## src/hmic_pkg.sv

```systemverilog
package hmic_pkg;
    localparam int ADDR_W = 10;
    localparam logic [7:0] IDX_CFG = 8'h40;
    localparam logic [7:0] IDX_IST1 = 8'h41;
    localparam logic [7:0] IDX_IST2 = 8'h42;
    localparam logic [7:0] IDX_SMIM1 = 8'h43;
    localparam logic [7:0] IDX_SMIM2 = 8'h44;
    localparam logic [7:0] IDX_IRQM1 = 8'h45;
    localparam logic [7:0] IDX_IRQM2 = 8'h46;
    localparam logic [7:0] IDX_CAPT0 = 8'h50;
    localparam logic [7:0] IDX_CAPT1 = 8'h54;
    localparam logic [7:0] IDX_RAMIDX = 8'h55;
    localparam logic [7:0] IDX_RAMDAT = 8'h56;
    localparam logic [7:0] CFG_RST = 8'h08;
    localparam logic [7:0] IRQM2_RST = 8'h40;
    localparam logic [7:0] CFG_WMASK = 8'h6F;
    localparam logic [7:0] M2_WMASK = 8'h7F;
    localparam int CFG_START = 0;
    localparam int CFG_SMI_EN = 1;
    localparam int CFG_IRQ_EN = 2;
    localparam int CFG_INTCLR = 3;
    localparam int CFG_RSTPLS = 4;
    localparam int CFG_IRQ_MODE = 5;
    localparam int CFG_PHOLD = 6;
    localparam int M2_PULSE = 7;
    localparam int ST2_CASE = 3;
    localparam int ST2_BTEMP = 4;
    localparam int ST2_CHAIN = 5;
    localparam int ST2_OVF = 6;
    localparam int LIMIT_N = 11;
    localparam int RAM_DEPTH = 32;
    localparam int CLK_NS = 40;
    localparam int PULSE_MS = 20;
    localparam int PULSE_CYC = (PULSE_MS * 1000000 + CLK_NS - 1) / CLK_NS;
    localparam int NTREE_NS = 200;
    localparam int NTREE_CYC = NTREE_NS / CLK_NS;
    localparam int NTREE_LAT = 3;
    localparam logic [1:0] RESP_OKAY = 2'h0;
    localparam logic [1:0] RESP_SLVERR = 2'h2;
    typedef enum logic [0:0] {WS_IDLE = 1'b0, WS_RESP = 1'b1} hmic_wst_t;
    typedef enum logic [0:0] {RS_IDLE = 1'b0, RS_DATA = 1'b1} hmic_rdst_t;

    function automatic logic [7:0] hmic_idx(input logic [ADDR_W-1:0] a);
        hmic_idx = a[ADDR_W-1:2];
    endfunction

    function automatic logic hmic_mapped(input logic [7:0] i);
        hmic_mapped = (i >= IDX_CFG && i <= IDX_IRQM2) || i == IDX_CAPT0
            || (i >= IDX_CAPT1 && i <= IDX_RAMDAT);
    endfunction

    function automatic logic hmic_pend(input logic [7:0] s1, input logic [7:0] s2,
        input logic [7:0] m1, input logic [7:0] m2);
        hmic_pend = (|(s1 & ~m1)) || (|(s2[6:0] & ~m2[6:0]));
    endfunction
endpackage

```

## src/hmic_top.sv

```systemverilog
module hmic_top
    import hmic_pkg::*;
#(
    parameter int PULSE_CYCLES = PULSE_CYC,
    parameter int TREE_N = 8
)
(
    input wire logic ref_clk,
    input wire logic srst,
    input wire logic [ADDR_W-1:0] s_axi_awaddr,
    input wire logic s_axi_awvalid,
    output logic s_axi_awready,
    input wire logic [31:0] s_axi_wdata,
    input wire logic [3:0] s_axi_wstrb,
    input wire logic s_axi_wvalid,
    output logic s_axi_wready,
    output logic [1:0] s_axi_bresp,
    output logic s_axi_bvalid,
    input wire logic s_axi_bready,
    input wire logic [ADDR_W-1:0] s_axi_araddr,
    input wire logic s_axi_arvalid,
    output logic s_axi_arready,
    output logic [31:0] s_axi_rdata,
    output logic [1:0] s_axi_rresp,
    output logic s_axi_rvalid,
    input wire logic s_axi_rready,
    input wire logic [LIMIT_N-1:0] limit_evt,
    input wire logic loop_tick,
    output logic monitor_run,
    input wire logic board_temp_alert_n,
    input wire logic mgmt_irq_chain_in_n,
    input wire logic case_open_i,
    output logic case_open_o,
    output logic case_open_oe,
    input wire logic sys_mgmt_irq_out_n_i,
    output logic sys_mgmt_irq_out_n_o,
    output logic sys_mgmt_irq_out_n_oe,
    output logic host_irq_o,
    output logic host_irq_oe,
    output logic reset_out_n_o,
    output logic reset_out_n_oe,
    output logic power_hold_n,
    input wire logic [TREE_N-1:0] tree_pin_in,
    output logic nand_tree_out,
    output logic tree_hiz
);
    localparam int SW = TREE_N + 4;

    if (PULSE_CYCLES < 1 || TREE_N < 1 || NTREE_LAT > NTREE_CYC)
    begin : g_chk
        $error("hmic_top: parameter out of range");
    end

    logic [SW-1:0] sy1_r;
    logic [SW-1:0] sy2_r;
    logic bt_n_s;
    logic chain_n_s;
    logic case_s;
    logic smi_pin_s;
    logic [7:0] cfg_r;
    logic [7:0] ist1_r;
    logic [7:0] ist2_r;
    logic [7:0] ist1_nxt;
    logic [7:0] ist2_nxt;
    logic [7:0] set1;
    logic [7:0] set2;
    logic [7:0] smim1_r;
    logic [7:0] smim2_r;
    logic [7:0] irqm1_r;
    logic [7:0] irqm2_r;
    logic run;
    logic lvl_tick;
    logic smi_act_r;
    logic irq_act_r;
    logic tree_en;
    logic nand_r;
    logic case_busy;
    logic rst_busy;
    logic ram_ovf;
    logic [4:0] ram_ptr;
    logic [7:0] ram_data;
    hmic_wst_t wst_r;
    hmic_rdst_t rdst_r;
    logic aw_v_r;
    logic w_v_r;
    logic [7:0] aw_idx_r;
    logic [7:0] w_byte_r;
    logic w_en_r;
    logic do_wr;
    logic wr_hit;
    logic [1:0] bresp_r;
    logic rd_go;
    logic [7:0] ar_idx;
    logic [7:0] rdata_nxt;
    logic [7:0] rdata_r;
    logic [1:0] rresp_r;
    logic wr_cfg;
    logic case_go;
    logic rst_go;

    // Pins come from outside; two stages before any use
    always_ff @(posedge ref_clk)
    begin
        if (srst)
        begin
            sy1_r <= '1;
            sy2_r <= '1;
        end
        else
        begin
            sy1_r <= {tree_pin_in, sys_mgmt_irq_out_n_i, case_open_i,
                      mgmt_irq_chain_in_n, board_temp_alert_n};
            sy2_r <= sy1_r;
        end
    end

    assign bt_n_s = sy2_r[0];
    assign chain_n_s = sy2_r[1];
    assign case_s = sy2_r[2];
    assign smi_pin_s = sy2_r[3];

    // Write channel: address and data taken in either order
    assign s_axi_awready = !aw_v_r && wst_r == WS_IDLE;
    assign s_axi_wready = !w_v_r && wst_r == WS_IDLE;
    assign do_wr = aw_v_r && w_v_r && wst_r == WS_IDLE;
    assign wr_hit = do_wr && w_en_r && hmic_mapped(aw_idx_r);

    always_ff @(posedge ref_clk)
    begin
        if (srst)
        begin
            aw_v_r <= 1'b0;
            aw_idx_r <= 8'h00;
        end
        else if (s_axi_awvalid && s_axi_awready)
        begin
            aw_v_r <= 1'b1;
            aw_idx_r <= hmic_idx(s_axi_awaddr);
        end
        else if (do_wr)
            aw_v_r <= 1'b0;
    end

    always_ff @(posedge ref_clk)
    begin
        if (srst)
        begin
            w_v_r <= 1'b0;
            w_byte_r <= 8'h00;
            w_en_r <= 1'b0;
        end
        else if (s_axi_wvalid && s_axi_wready)
        begin
            w_v_r <= 1'b1;
            w_byte_r <= s_axi_wdata[7:0];
            w_en_r <= s_axi_wstrb[0];
        end
        else if (do_wr)
            w_v_r <= 1'b0;
    end

    always_ff @(posedge ref_clk)
    begin
        if (srst)
        begin
            wst_r <= WS_IDLE;
            bresp_r <= RESP_OKAY;
        end
        else
        begin
            case (wst_r)
                WS_IDLE:
                begin
                    if (do_wr)
                    begin
                        wst_r <= WS_RESP;
                        bresp_r <= hmic_mapped(aw_idx_r) ? RESP_OKAY : RESP_SLVERR;
                    end
                end
                WS_RESP:
                begin
                    if (s_axi_bready)
                        wst_r <= WS_IDLE;
                end
                default:
                    wst_r <= WS_IDLE;
            endcase
        end
    end

    assign s_axi_bvalid = (wst_r == WS_RESP);
    assign s_axi_bresp = bresp_r;

    // Read channel: answer one cycle after the address is taken
    assign s_axi_arready = (rdst_r == RS_IDLE);
    assign rd_go = s_axi_arvalid && s_axi_arready;
    assign ar_idx = hmic_idx(s_axi_araddr);

    always_comb
    begin
        case (ar_idx)
            IDX_CFG: rdata_nxt = {cfg_r[7:5], rst_busy, cfg_r[3:0]};
            IDX_IST1: rdata_nxt = ist1_r;
            IDX_IST2: rdata_nxt = ist2_r;
            IDX_SMIM1: rdata_nxt = smim1_r;
            IDX_SMIM2: rdata_nxt = smim2_r;
            IDX_IRQM1: rdata_nxt = irqm1_r;
            IDX_IRQM2: rdata_nxt = {case_busy, irqm2_r[6:0]};
            IDX_RAMIDX: rdata_nxt = {3'h0, ram_ptr};
            IDX_RAMDAT: rdata_nxt = ram_data;
            default: rdata_nxt = 8'h00;
        endcase
    end

    always_ff @(posedge ref_clk)
    begin
        if (srst)
        begin
            rdst_r <= RS_IDLE;
            rdata_r <= 8'h00;
            rresp_r <= RESP_OKAY;
        end
        else
        begin
            case (rdst_r)
                RS_IDLE:
                begin
                    if (rd_go)
                    begin
                        rdst_r <= RS_DATA;
                        rdata_r <= rdata_nxt;
                        rresp_r <= hmic_mapped(ar_idx) ? RESP_OKAY : RESP_SLVERR;
                    end
                end
                RS_DATA:
                begin
                    if (s_axi_rready)
                        rdst_r <= RS_IDLE;
                end
                default:
                    rdst_r <= RS_IDLE;
            endcase
        end
    end

    assign s_axi_rvalid = (rdst_r == RS_DATA);
    assign s_axi_rdata = {24'h000000, rdata_r};
    assign s_axi_rresp = rresp_r;

    // Control and mask registers
    assign wr_cfg = wr_hit && aw_idx_r == IDX_CFG;
    assign case_go = wr_hit && aw_idx_r == IDX_IRQM2 && w_byte_r[M2_PULSE];
    assign rst_go = wr_cfg && w_byte_r[CFG_RSTPLS] && smim2_r[M2_PULSE];

    always_ff @(posedge ref_clk)
    begin
        if (srst)
            cfg_r <= CFG_RST;
        else if (wr_cfg)
            cfg_r <= w_byte_r & CFG_WMASK;
    end

    always_ff @(posedge ref_clk)
    begin
        if (srst)
        begin
            smim1_r <= 8'h00;
            smim2_r <= 8'h00;
            irqm1_r <= 8'h00;
            irqm2_r <= IRQM2_RST;
        end
        else if (wr_hit)
        begin
            if (aw_idx_r == IDX_SMIM1)
                smim1_r <= w_byte_r;
            if (aw_idx_r == IDX_SMIM2)
                smim2_r <= w_byte_r;
            if (aw_idx_r == IDX_IRQM1)
                irqm1_r <= w_byte_r;
            if (aw_idx_r == IDX_IRQM2)
                irqm2_r <= w_byte_r & M2_WMASK;
        end
    end

    // Loop runs only when started and line clear is low
    assign run = cfg_r[CFG_START] && !cfg_r[CFG_INTCLR];
    assign monitor_run = run;
    assign lvl_tick = loop_tick && run;

    // Level sources are sampled on each loop pass, so a read clear sticks until then
    always_comb
    begin
        set1 = run ? limit_evt[7:0] : 8'h00;
        set2 = 8'h00;
        set2[2:0] = run ? limit_evt[LIMIT_N-1:8] : 3'h0;
        set2[ST2_CASE] = lvl_tick && case_s;
        set2[ST2_BTEMP] = lvl_tick && !bt_n_s;
        set2[ST2_CHAIN] = lvl_tick && !chain_n_s;
        set2[ST2_OVF] = ram_ovf;
    end

    // Set wins over the clear of the same read
    always_comb
    begin
        ist1_nxt = (rd_go && ar_idx == IDX_IST1) ? 8'h00 : ist1_r;
        ist2_nxt = (rd_go && ar_idx == IDX_IST2) ? 8'h00 : ist2_r;
        ist1_nxt = ist1_nxt | set1;
        ist2_nxt = ist2_nxt | set2;
    end

    always_ff @(posedge ref_clk)
    begin
        if (srst)
        begin
            ist1_r <= 8'h00;
            ist2_r <= 8'h00;
        end
        else
        begin
            ist1_r <= ist1_nxt;
            ist2_r <= ist2_nxt;
        end
    end

    // Outputs follow the status directly, so a cleared register drops them
    always_ff @(posedge ref_clk)
    begin
        if (srst)
        begin
            smi_act_r <= 1'b0;
            irq_act_r <= 1'b0;
        end
        else
        begin
            smi_act_r <= hmic_pend(ist1_r, ist2_r, smim1_r, smim2_r)
                && cfg_r[CFG_SMI_EN] && !cfg_r[CFG_INTCLR];
            irq_act_r <= hmic_pend(ist1_r, ist2_r, irqm1_r, irqm2_r)
                && cfg_r[CFG_IRQ_EN] && !cfg_r[CFG_INTCLR];
        end
    end

    assign sys_mgmt_irq_out_n_o = 1'b0;
    assign sys_mgmt_irq_out_n_oe = smi_act_r;
    assign host_irq_o = irq_act_r ^ cfg_r[CFG_IRQ_MODE];
    assign host_irq_oe = !tree_hiz;

    // Timed pulses on the case-open and reset lines
    hmic_pulse #(.CYCLES(PULSE_CYCLES)) u_case_pulse
    (
        .ref_clk(ref_clk),
        .srst(srst),
        .start(case_go),
        .active(case_busy)
    );

    hmic_pulse #(.CYCLES(PULSE_CYCLES)) u_rst_pulse
    (
        .ref_clk(ref_clk),
        .srst(srst),
        .start(rst_go),
        .active(rst_busy)
    );

    assign case_open_o = 1'b0;
    assign case_open_oe = case_busy && !tree_hiz;
    assign reset_out_n_o = 1'b0;
    assign reset_out_n_oe = rst_busy;
    assign power_hold_n = !cfg_r[CFG_PHOLD];

    // Self-test code capture and readback
    hmic_selftest_code_ram #(.DEPTH(RAM_DEPTH)) u_ram
    (
        .ref_clk(ref_clk),
        .srst(srst),
        .cap_we(wr_hit && (aw_idx_r == IDX_CAPT0 || aw_idx_r == IDX_CAPT1)),
        .cap_data(w_byte_r),
        .cap_ovf(ram_ovf),
        .rd_load(wr_hit && aw_idx_r == IDX_RAMIDX),
        .rd_idx(w_byte_r[4:0]),
        .dat_acc((wr_hit && aw_idx_r == IDX_RAMDAT) || (rd_go && ar_idx == IDX_RAMDAT)),
        .dat_we(wr_hit && aw_idx_r == IDX_RAMDAT),
        .dat_wdata(w_byte_r),
        .rd_ptr(ram_ptr),
        .rd_data(ram_data)
    );

    // Board test: the tree is a registered NAND of the synchronised pins other than the management IRQ pin
    assign tree_en = !cfg_r[CFG_START] && cfg_r[CFG_INTCLR] && !smi_pin_s && !smi_act_r;

    always_ff @(posedge ref_clk)
    begin
        if (srst)
        begin
            tree_hiz <= 1'b0;
            nand_r <= 1'b0;
        end
        else
        begin
            tree_hiz <= tree_en;
            nand_r <= ~&{sy2_r[SW-1:4], case_s, chain_n_s, bt_n_s};
        end
    end

    assign nand_tree_out = nand_r;

    int case_len_r;
    always_ff @(posedge ref_clk)
    begin
        if (srst || !case_busy)
            case_len_r <= 0;
        else
            case_len_r <= case_len_r + 1;
    end
endmodule

```

## src/hmic_pulse.sv

```systemverilog
module hmic_pulse
    import hmic_pkg::*;
#(
    parameter int CYCLES = PULSE_CYC
)
(
    input wire logic ref_clk,
    input wire logic srst,
    input wire logic start,
    output logic active
);
    localparam int CW = $clog2(CYCLES + 1);
    logic [CW-1:0] cnt_r;

    if (CYCLES < 1)
    begin : g_chk
        $error("hmic_pulse: CYCLES below one");
    end

    // Retrigger while running is ignored, so a pulse never stretches
    always_ff @(posedge ref_clk)
    begin
        if (srst)
            cnt_r <= '0;
        else if (start && cnt_r == '0)
            cnt_r <= CW'(CYCLES);
        else if (cnt_r != '0)
            cnt_r <= cnt_r - 1'b1;
    end

    assign active = (cnt_r != '0);
endmodule

```

## src/hmic_selftest_code_ram.sv

```systemverilog
module hmic_selftest_code_ram
    import hmic_pkg::*;
#(
    parameter int DEPTH = RAM_DEPTH
)
(
    input wire logic ref_clk,
    input wire logic srst,
    input wire logic cap_we,
    input wire logic [7:0] cap_data,
    output logic cap_ovf,
    input wire logic rd_load,
    input wire logic [$clog2(DEPTH)-1:0] rd_idx,
    input wire logic dat_acc,
    input wire logic dat_we,
    input wire logic [7:0] dat_wdata,
    output logic [$clog2(DEPTH)-1:0] rd_ptr,
    output logic [7:0] rd_data
);
    localparam int PW = $clog2(DEPTH);
    logic [7:0] mem [DEPTH];
    logic [PW:0] wptr_r;
    logic [PW-1:0] rptr_r;
    logic full;

    if (DEPTH < 2 || (1 << PW) != DEPTH)
    begin : g_chk
        $error("hmic_selftest_code_ram: DEPTH must be a power of two");
    end

    assign full = wptr_r[PW];

    always_ff @(posedge ref_clk)
    begin
        if (cap_we && !full)
            mem[wptr_r[PW-1:0]] <= cap_data;
        else if (dat_we)
            mem[rptr_r] <= dat_wdata;
    end

    // Capture pointer parks at full; no wrap, so early codes survive
    always_ff @(posedge ref_clk)
    begin
        if (srst)
            wptr_r <= '0;
        else if (cap_we && !full)
            wptr_r <= wptr_r + 1'b1;
    end

    always_ff @(posedge ref_clk)
    begin
        if (srst)
            cap_ovf <= 1'b0;
        else
            cap_ovf <= cap_we && full;
    end

    always_ff @(posedge ref_clk)
    begin
        if (srst)
            rptr_r <= '0;
        else if (rd_load)
            rptr_r <= rd_idx;
        else if (dat_acc && rptr_r != '1)
            rptr_r <= rptr_r + 1'b1;
    end

    assign rd_ptr = rptr_r;
    assign rd_data = mem[rptr_r];
endmodule

```

## config.mk

```make
export PLATFORM = sky130hd
export DESIGN_NAME = hmic_top
export DESIGN_NICKNAME = d
export VERILOG_FILES = /design/src/hmic_pkg.sv /design/src/hmic_top.sv /design/src/hmic_pulse.sv /design/src/hmic_selftest_code_ram.sv
export SDC_FILE = /design/constraint.sdc
export NUM_CORES = 1
export LEC_CHECK = 0
export ABC_CLOCK_PERIOD_IN_PS = 6700
export BUFFER_PORTS_ARGS = -buffer_cell sky130_fd_sc_hd__buf_2
export CAP_MARGIN = 20
export CORE_MARGIN = 2
export CORE_UTILIZATION = 40
export CTS_BUF_LIST = sky130_fd_sc_hd__clkbuf_8
export CTS_CLUSTER_DIAMETER = 120
export DETAILED_ROUTE_END_ITERATION = 8
export PLACE_DENSITY = 0.57
export SLEW_MARGIN = 20
export SYNTH_ARGS = -nofsm -noshare
export SYNTH_HDL_FRONTEND = slang
export SYNTH_SLANG_ARGS = --single-unit
```

## constraint.sdc

```tcl
create_clock -name ref_clk -period 6.7 [get_ports ref_clk]
set_input_delay 0.335 -clock ref_clk [delete_from_list [all_inputs] [get_ports ref_clk]]
set_output_delay 0.335 -clock ref_clk [all_outputs]
set_load 0.01 [all_outputs]
```

==> results of run 1 <==
## area by class of cell
| type | instances | share of cell area (%) |
|---|---|---|
| Antenna cell | 3 | 0.0368 |
| Clock buffer | 83 | 5.60 |
| Clock inverter | 46 | 1.23 |
| Inverter | 37 | 0.681 |
| Multi-Input combinational cell | 825 | 30.2 |
| Sequential cell | 422 | 54.0 |
| Tap cell | 592 | 3.63 |
| Timing Repair Buffer | 136 | 4.59 |
## critical path: cells and delay by family (launching register included)
family           cells  cell delay, ps
multiplexers         1             500
AND/OR/NAND/NOR      3            2010
AO/OA/AOI/OAI        1             380
flip-flops           1             390
## timing repair
action	in CTS	in global routing
endpoints found under the hold margin	44	0
buffers inserted	0	0
hold buffers	44	0
endpoints found under the setup margin	0	0
## sequential cells by signal, indices dropped and copies added, names as in the netlist, 5 cells and up, named ones only
signal / flops
rdata_r: 8
sy1_r: 12
smim2_r: 8
aw_idx_r: 8
sy2_r: 12
irqm2_r: 7
w_byte_r: 8
irqm1_r: 8
ist1_r: 8
cfg_r: 6
u_case_pulse.cnt_r: 19
u_ram.rd_ptr: 5
u_ram.wptr_r: 6
ist2_r: 7
u_rst_pulse.cnt_r: 19
u_ram.mem: 256
smim1_r: 8
## power by group
group,internal [mW],total [mW],switching (mW)
sequential,2.87,2.99,0.120
clock,1.18,2.24,1.06
combinational,0.381,0.962,0.581
## per-stage QoR
stage	total power, mW	hold slack (ps)	instances	util [%]
after global placement	3.95	393	1968	42.2
final	6.19	121	2144	46.4
after detailed placement	3.97	395	1968	42.2
after global routing	6.49	125	2142	46.4
after floorplan	3.78	389	1380	-
after CTS	6.24	76.4	2141	46.4
## final timing paths
path | end | cells past startpoint
worst max-delay path | u_ram.mem[0][1] | 5
worst max register to register | u_ram.mem[0][1] | 5
worst min register to register | sy2_r[3] | 1
worst min-delay path | s_axi_rresp[1] | 3
## logic make-up after synthesis
family | count (synthesis) | share of synthesized area, %
xor gates and xnor gates | 20 | 0.990
AOI/OAI and AO/OA | 203 | 7.73
buffers and inverters | 133 | 3.64
other | 1 | 0.0212
muxes | 143 | 12.5
adders and majority gates | 6 | 0.424
and+or+nand+nor | 424 | 12.4
DFF | 422 | 62.2
## per-layer routing
| layer | global-route usage [%] | wire (um) | vias to the layer above |
|---|---|---|---|
| met5 | 0 | 0 | - |
| met4 | 6.20 | 931 | 0 |
| met3 | 4.37 | 2930 | 64 |
| met2 | 29.7 | 20400 | 345 |
| met1 | 27.1 | 20100 | 5674 |
| li1 | - | - | 5348 |
## layout by cell type, fill, tap and decap left out, types with 11 or more instances in the layout
cell / n
a22oi_1: 27
edfxtp_1: 256
dfxtp_1: 163
buf_2: 78
a31oi_1: 12
mux2_2: 11
nor2b_1: 16
mux4_2: 62
buf_4: 14
a21oi_1: 55
nand2b_1: 17
inv_1: 59
mux2i_1: 70
o21ai_0: 17
nand3_1: 34
xnor2_1: 14
nand2_1: 80
a211oi_1: 20
nor3_1: 25
clkinv_1: 12
dlygate4sd3_1: 44
clkbuf_8: 83
conb_1: 29
or2_2: 27
nor2_1: 143
or4_1: 11
o22ai_1: 19
==> impl_metrics.env, run 1 <==
export IMPL_clkTransAtPathRegs_ps=60
export IMPL_gr_total_overflow=0
export IMPL_fill_cells=4049
export IMPL_syn_area_per_cell_um2=13.1
export IMPL_maxSlewHeadroom_pct=30.0
export IMPL_placementRows=77
export IMPL_cts_resized=0
export IMPL_yosysUniqueCellTypes=72
export IMPL_synthTopCellsByCount="edfxtp_1 (256), dfxtp_1 (166), nor2_1 (143), nand2_1 (80), mux2i_1 (70)"
export IMPL_min_period_ps=3680
export IMPL_floorplan_initialDensity_pct=40.3
export IMPL_critical_path_class="reg -> reg"
export IMPL_multiInputGateArea_um2=6160
export IMPL_hp_start="s_axi_araddr[6]"
export IMPL_synth_flop_cell="edfxtp_1"
export IMPL_regArea_um2=11000
export IMPL_start_kind="flip-flop"
export IMPL_final_cell_area_um2=20400
export IMPL_fmax_mhz=272
export IMPL_die_area_um2=45900
export IMPL_cts_htree_levels=3
export IMPL_ys_ff_latch=422
export IMPL_syn2layout_area_growth_pct=15.2
export IMPL_critPathMaxStageDelay_ps=800
export IMPL_place_gp_congestion=0.839
export IMPL_synthMostInstantiatedCell="edfxtp_1"
export IMPL_clkSinkCount=422
export IMPL_post_dp_hpwl_mm=28.3
export IMPL_yosysTopAreaCellShare_pct=43.4
export IMPL_leakage_nw=7.11
export IMPL_pre_cts_slack_ps=2890
export IMPL_arrival_ps=3950
export IMPL_rsz0062_at_grt="no"
export IMPL_io_buffers=79
export IMPL_die_h_um=214
export IMPL_r2r_start="aw_idx_r[3]"
export IMPL_drv_cap=0
export IMPL_setup_violations=0
export IMPL_die_w_um=214
export IMPL_synth_top_area_cell="edfxtp_1"
export IMPL_grt_pass1_vias=11213
export IMPL_ant_nets=0
export IMPL_clock_root_buffer="clkbuf_8"
export IMPL_startpoint="aw_idx_r[3]"
export IMPL_netlist_instances=1352
export IMPL_synth_edff_count=256
export IMPL_drt_wl_total_mm=44.4
export IMPL_postPlaceCellArea_um2=18500
export IMPL_crit_fanout=14
export IMPL_numCtsBuffers=72
export IMPL_drt_iter0_drc=856
export IMPL_num_vias=11431
export IMPL_yosys_top_cells_area="edfxtp_1 (43%), dfxtp_1 (19%), mux4_2 (7.9%), mux2i_1 (4.0%), nor2_1 (3.0%)"
export IMPL_r2r_slack_ps=3020
export IMPL_cts_tree="done"
export IMPL_io_pins=140
export IMPL_status="finished, final reports clean"
export IMPL_critPathSlowestCell="nor2_1"
export IMPL_grt_max_degree=74
export IMPL_core_area_um2=43900
export IMPL_drive_gt1_share_pct=20.1
export IMPL_pwr_density_cell_nw_per_um2=303
export IMPL_end_kind="flip-flop"
export IMPL_clkLatencyLatePin_ps=660
export IMPL_min_path_type="in -> reg"
export IMPL_async_flop_share_pct=0
export IMPL_cts_buffer_depth=3
export IMPL_skew_ps=54.0
export IMPL_via_per_inst=5.33
export IMPL_antenna_found_initial=1
export IMPL_netlist_area_um2=17700
export IMPL_slew_violations=0
export IMPL_synth_warnings=0
export IMPL_required_ps=6970
export IMPL_nets=1587
export IMPL_firstDrtPassIters=5
export IMPL_seq_area_frac_synth_pct=62.2
export IMPL_gr_usage_all_layers_pct=19.3
export IMPL_path_cells="nor4b_2 > nand4_1 > mux2i_1 > a21oi_1 > nor2_1"
export IMPL_hold_viol=0
export IMPL_finalCritPeriodShare_pct=54.9
export IMPL_wl_per_cell_um=20.7
export IMPL_setup_tns_final_ps=0
export IMPL_grt_pass1_wl_mm=67.3
export IMPL_worst_slack_ps=3020
export IMPL_worstMarginPinSlew_ps=1050
export IMPL_drc=0
export IMPL_ir_drop_uv=174
Note: power is estimated with default switching activity, not from simulation.
==> run 2, diff against run 1 <==
--- a/config.mk
+++ b/config.mk
@@ -5,7 +5,7 @@
 export SDC_FILE = /design/constraint.sdc
 export NUM_CORES = 1
 export LEC_CHECK = 0
-export ABC_CLOCK_PERIOD_IN_PS = 6700
+export ABC_CLOCK_PERIOD_IN_PS = 3800
 export BUFFER_PORTS_ARGS = -buffer_cell sky130_fd_sc_hd__buf_2
 export CAP_MARGIN = 20
 export CORE_MARGIN = 2
==> constraint.sdc (replaced) <==
create_clock -name ref_clk -period 3.8 [get_ports ref_clk]
set_input_delay 0.19 -clock ref_clk [delete_from_list [all_inputs] [get_ports ref_clk]]
set_output_delay 0.19 -clock ref_clk [all_outputs]
set_load 0.01 [all_outputs]
==> impl_metrics.env, run 2 (same netlist as run 1, synthesis figures left out) <==
export IMPL_status="finished, final reports clean"
export IMPL_min_period_ps=3130
export IMPL_wl_per_cell_um=20.5
export IMPL_post_dp_hpwl_mm=29.1
export IMPL_worstMarginPinSlew_ps=1020
export IMPL_end_kind="flip-flop"
export IMPL_firstDrtPassIters=5
export IMPL_ant_nets=0
export IMPL_skew_ps=30.7
export IMPL_min_path_type="in -> reg"
export IMPL_via_per_inst=5.36
export IMPL_start_kind="flip-flop"
export IMPL_drv_cap=0
export IMPL_fmax_mhz=319
export IMPL_cts_htree_levels=3
export IMPL_slew_violations=0
export IMPL_core_area_um2=43900
export IMPL_die_area_um2=45900
export IMPL_clkLatencyLatePin_ps=620
export IMPL_drc=0
export IMPL_clock_root_buffer="clkbuf_8"
export IMPL_post_cts_buffers=0
export IMPL_clkTransAtPathRegs_ps=60
export IMPL_setup_violations=0
export IMPL_required_ps=4070
export IMPL_floorplan_initialDensity_pct=40.3
export IMPL_nets=1610
export IMPL_drt_iter0_drc=936
export IMPL_final_cell_mix="edfxtp_1 (256), dfxtp_1 (163), nor2_1 (143)"
export IMPL_cts_resized=0
export IMPL_final_cell_area_um2=20500
export IMPL_critical_path_class="reg -> reg"
export IMPL_final_core_util_pct=46.7
export IMPL_n_antenna_cell=0
export IMPL_grt_pass1_wl_mm=68.7
export IMPL_drt_wl_total_mm=44.4
export IMPL_ir_drop_uv=365
export IMPL_placementRows=77
export IMPL_top_regs="u_ram.mem x256, u_case_pulse.cnt_r x19, u_rst_pulse.cnt_r x19"
export IMPL_final_common_cell="edfxtp_1"
export IMPL_postPlaceCellArea_um2=18700
export IMPL_crit_fanout=14
export IMPL_gr_usage_all_layers_pct=19.5
export IMPL_pwr_density_cell_nw_per_um2=528
export IMPL_leakage_nw=7.21
export IMPL_cts_tree="done"
export IMPL_largest_register_ffs=256
export IMPL_die_h_um=214
export IMPL_cts_buffer_depth=3
export IMPL_clkSinkCount=422
export IMPL_io_pins=140
export IMPL_ctsHoldBuffers=46
export IMPL_grt_pass1_vias=11497
export IMPL_hold_viol=0
export IMPL_gr_total_overflow=0
export IMPL_antenna_found_initial=0
export IMPL_io_buffers=79
export IMPL_setup_tns_final_ps=0
export IMPL_placed_cells=1990
export IMPL_arrival_ps=3400
export IMPL_rsz0062_at_grt="no"
export IMPL_finalNonFillerCells=2163
export IMPL_grt_max_degree=67
export IMPL_maxSlewHeadroom_pct=32.1
export IMPL_num_vias=11590
export IMPL_largest_register="u_ram.mem"
export IMPL_drive_gt1_share_pct=20.7
export IMPL_die_w_um=214
export IMPL_fill_cells=4014
export IMPL_numCtsBuffers=71
export IMPL_finalCritPeriodShare_pct=82.5
export IMPL_place_gp_congestion=0.843
export IMPL_syn2layout_area_growth_pct=15.9
-- run 2: cell types whose count changed in the layout (fill, tap and decap cells not counted), sizes merged --
cell         delta
buf            +22
diode           -3
clkinv          +2
clkinvlp        -1
clkbuf          -6
bufinv          +1
dlygate4sd3     +2
inv             +2
-- run 2: final timing paths --
kind / from / to / slack (ps) / cells after the start
worst max register to register: aw_idx_r[3] / u_ram.mem[2][4] / 670 / 6
worst max-delay path: aw_idx_r[3] / u_ram.mem[2][4] / 670 / 6
worst min register to register: sy1_r[9] / sy2_r[9] / 410 / 1
worst min-delay path: s_axi_awvalid / aw_idx_r[6] / 80 / 4
-- run 2: layout make-up --
type	instances	area (um^2)	share of cell area, %
Timing Repair Buffer	160	1120	5.47
Inverter	37	139	0.677
Multi-Input combinational cell	825	6160	30.0
Clock buffer	77	1060	5.17
Clock inverter	50	277	1.35
Tap cell	592	741	3.61
Sequential cell	422	11000	53.7
-- run 2: where the power goes --
group	internal, mW	switching, mW
sequential	5.05	0.217
clock	2.01	1.81
combinational	0.715	1.03
total	7.78	3.05
-- run 2: critical path, cell delays in order (launching register included) --
cell and delay, ps:
dfxtp_1 380, nor4b_2 420, nand4_1 220, buf_4 250, mux2_2 310, a22oi_1 770, nor2_1 430
-- run 2: routing by layer --
layer | wire [um] | vias up | GRT usage, %
li1 | - | 5385 | -
met1 | 20000 | 5764 | 27.8
met2 | 20600 | 372 | 30.4
met3 | 2910 | 69 | 4.04
met4 | 890 | 0 | 5.74
met5 | 0 | - | 0
-- run 2: through the flow --
step | total power, mW | hold slack [ps] | worst slack [ps]
floorplan | 6.67 | 294 | 1370
global placement | 7.01 | 373 | 648
detailed placement | 7.06 | 375 | 680
CTS | 10.9 | 48.1 | 682
global route | 11.4 | 65.3 | 449
finish | 10.8 | 84.1 | 666
==> run 3, diff against run 2 <==
--- a/config.mk
+++ b/config.mk
@@ -5,7 +5,7 @@
 export SDC_FILE = /design/constraint.sdc
 export NUM_CORES = 1
 export LEC_CHECK = 0
-export ABC_CLOCK_PERIOD_IN_PS = 3800
+export ABC_CLOCK_PERIOD_IN_PS = 3000
 export BUFFER_PORTS_ARGS = -buffer_cell sky130_fd_sc_hd__buf_2
 export CAP_MARGIN = 20
 export CORE_MARGIN = 2
==> constraint.sdc (replaced) <==
create_clock -name ref_clk -period 3 [get_ports ref_clk]
set_input_delay 0.15 -clock ref_clk [delete_from_list [all_inputs] [get_ports ref_clk]]
set_output_delay 0.15 -clock ref_clk [all_outputs]
set_load 0.01 [all_outputs]
==> impl_metrics.env, run 3 (same netlist as run 1, synthesis figures left out) <==
export IMPL_status="finished, final reports clean"
export IMPL_fill_cells=3964
export IMPL_regArea_um2=11000
export IMPL_cts_htree_levels=3
export IMPL_ir_drop_uv=392
export IMPL_finalCritPeriodShare_pct=93.2
export IMPL_placed_cells=2027
export IMPL_switching_share_pct=28.2
export IMPL_crit_fanout=11
export IMPL_cts_buffer_depth=3
export IMPL_syn2layout_area_growth_pct=18.6
export IMPL_end_kind="flip-flop"
export IMPL_maxSlewHeadroom_pct=32.8
export IMPL_drt_iter0_drc=966
export IMPL_gr_total_overflow=0
export IMPL_path_cells="nor4b_2 > nand4_1 > buf_4 > mux2_2 > a32oi_2 > buf_4 > nor2_1"
export IMPL_cts_tree="done"
export IMPL_firstDrtPassIters=5
export IMPL_path_common_cell="buf_4"
export IMPL_required_ps=3250
export IMPL_die_h_um=214
export IMPL_power_share_sequential_pct=48.3
export IMPL_top_regs="u_ram.mem x256, u_case_pulse.cnt_r x19, u_rst_pulse.cnt_r x19"
export IMPL_final_common_cell="edfxtp_1"
export IMPL_final_cell_mix="edfxtp_1 (256), dfxtp_1 (163), nor2_1 (141)"
export IMPL_grt_max_degree=60
export IMPL_drc=0
export IMPL_largest_register="u_ram.mem"
export IMPL_pwr_density_cell_nw_per_um2=658
export IMPL_clkTransAtPathRegs_ps=60
export IMPL_largest_register_ffs=256
export IMPL_numCtsBuffers=72
export IMPL_min_period_ps=2800
export IMPL_core_area_um2=43900
export IMPL_critPathMaxStageDelay_ps=630
export IMPL_p_comb_share_pct=16.2
export IMPL_io_buffers=79
export IMPL_clkSinkCount=422
export IMPL_start_kind="flip-flop"
export IMPL_clock_root_buffer="clkbuf_8"
export IMPL_post_cts_buffers=0
export IMPL_leakage_nw=7.50
export IMPL_skew_ps=35.8
export IMPL_drt_wl_total_mm=45.3
export IMPL_wl_per_cell_um=20.5
export IMPL_crit_family="simple AND/OR/NAND/NOR gates"
export IMPL_p_clk_share_pct=35.5
export IMPL_setup_violations=0
export IMPL_floorplan_initialDensity_pct=40.3
export IMPL_nets=1663
export IMPL_gr_usage_all_layers_pct=19.9
export IMPL_rsz0062_at_grt="no"
export IMPL_finalNonFillerCells=2215
export IMPL_place_gp_congestion=0.851
export IMPL_grt_pass1_wl_mm=69.8
export IMPL_setup_tns_final_ps=0
export IMPL_num_vias=11755
export IMPL_drv_cap=0
export IMPL_placementRows=77
export IMPL_via_per_inst=5.31
export IMPL_critical_path_class="reg -> reg"
export IMPL_critPathSlowestCell="nor2_1"
export IMPL_clkLatencyLatePin_ps=640
export IMPL_p_int_mw=9.93
export IMPL_multiInputGateArea_um2=6170
export IMPL_antenna_found_initial=1
export IMPL_arrival_ps=3040
export IMPL_io_pins=140
export IMPL_worstMarginPinSlew_ps=1010
export IMPL_ant_nets=0
export IMPL_post_dp_hpwl_mm=30.1
export IMPL_finalPower_mw=13.8
export IMPL_slew_violations=0
export IMPL_min_path_type="in -> reg"
export IMPL_grt_pass1_vias=11582
export IMPL_p_switching_mw=3.89
export IMPL_fmax_mhz=358
export IMPL_path_buf_inv=2
export IMPL_hold_viol=0
export IMPL_die_area_um2=45900
export IMPL_drive_gt1_share_pct=23.0
export IMPL_die_w_um=214
## run 3: area by class of cell
cell class / instances / area share (%)
Timing Repair Buffer: 212 / 7.44
Inverter: 37 / 0.662
Antenna cell: 1 / 0.0119
Sequential cell: 422 / 52.5
Tap cell: 592 / 3.53
Clock buffer: 82 / 5.38
Multi-Input combinational cell: 825 / 29.4
Clock inverter: 44 / 1.10
## run 3: per-layer routing
metal | up-vias | wire [um] | track usage, %
met4 | 0 | 1220 | 7.08
met2 | 366 | 21100 | 31.0
met1 | 5827 | 19900 | 27.1
met5 | - | 0 | 0
met3 | 77 | 3100 | 5.12
li1 | 5485 | - | -
## run 3: repair_timing
item,4_1_cts,5_1_grt
hold endpoints to repair,77,0
resized for setup,0,3
endpoints found under the setup margin,0,11
hold buffers,61,0
## run 3: tightest hold or removal path, stage by stage
cell and delay, ps:
buf_2 110, nor2b_1 220, nor2_1 130, a211oi_1 60
## run 3: final timing paths
check	to	cells past startpoint	from	slack, ps
hold / removal	s_axi_rresp[1]	4	s_axi_arvalid	80
setup reg to reg	u_ram.mem[15][3]	7	aw_idx_r[7]	200
setup / recovery	u_ram.mem[15][3]	7	aw_idx_r[7]	200
hold reg to reg	sy2_r[10]	1	sy1_r[10]	410
## run 3: through the flow
step / cell area [um^2] / worst slack (ps) / util [%] / hold WS [ps]
floorplan: 17800 / 571 / - / 254
global route: 21000 / 42.1 / 47.8 / 103
finish: 21000 / 204 / 47.8 / 79.4
detailed placement: 19000 / 187 / 43.3 / 337
global placement: 19000 / 106 / 43.3 / 335
CTS: 21000 / 140 / 47.7 / 27.6
## run 3: power groups by stage
stage	registers, mW	logic [mW]	clock network (mW)
after floorplan	6.75	1.69	0
after detailed placement	6.79	2.16	0
after global placement	6.78	2.12	0
final	6.68	2.23	4.91
after CTS	6.67	2.23	5.04
after global routing	6.71	2.49	5.32
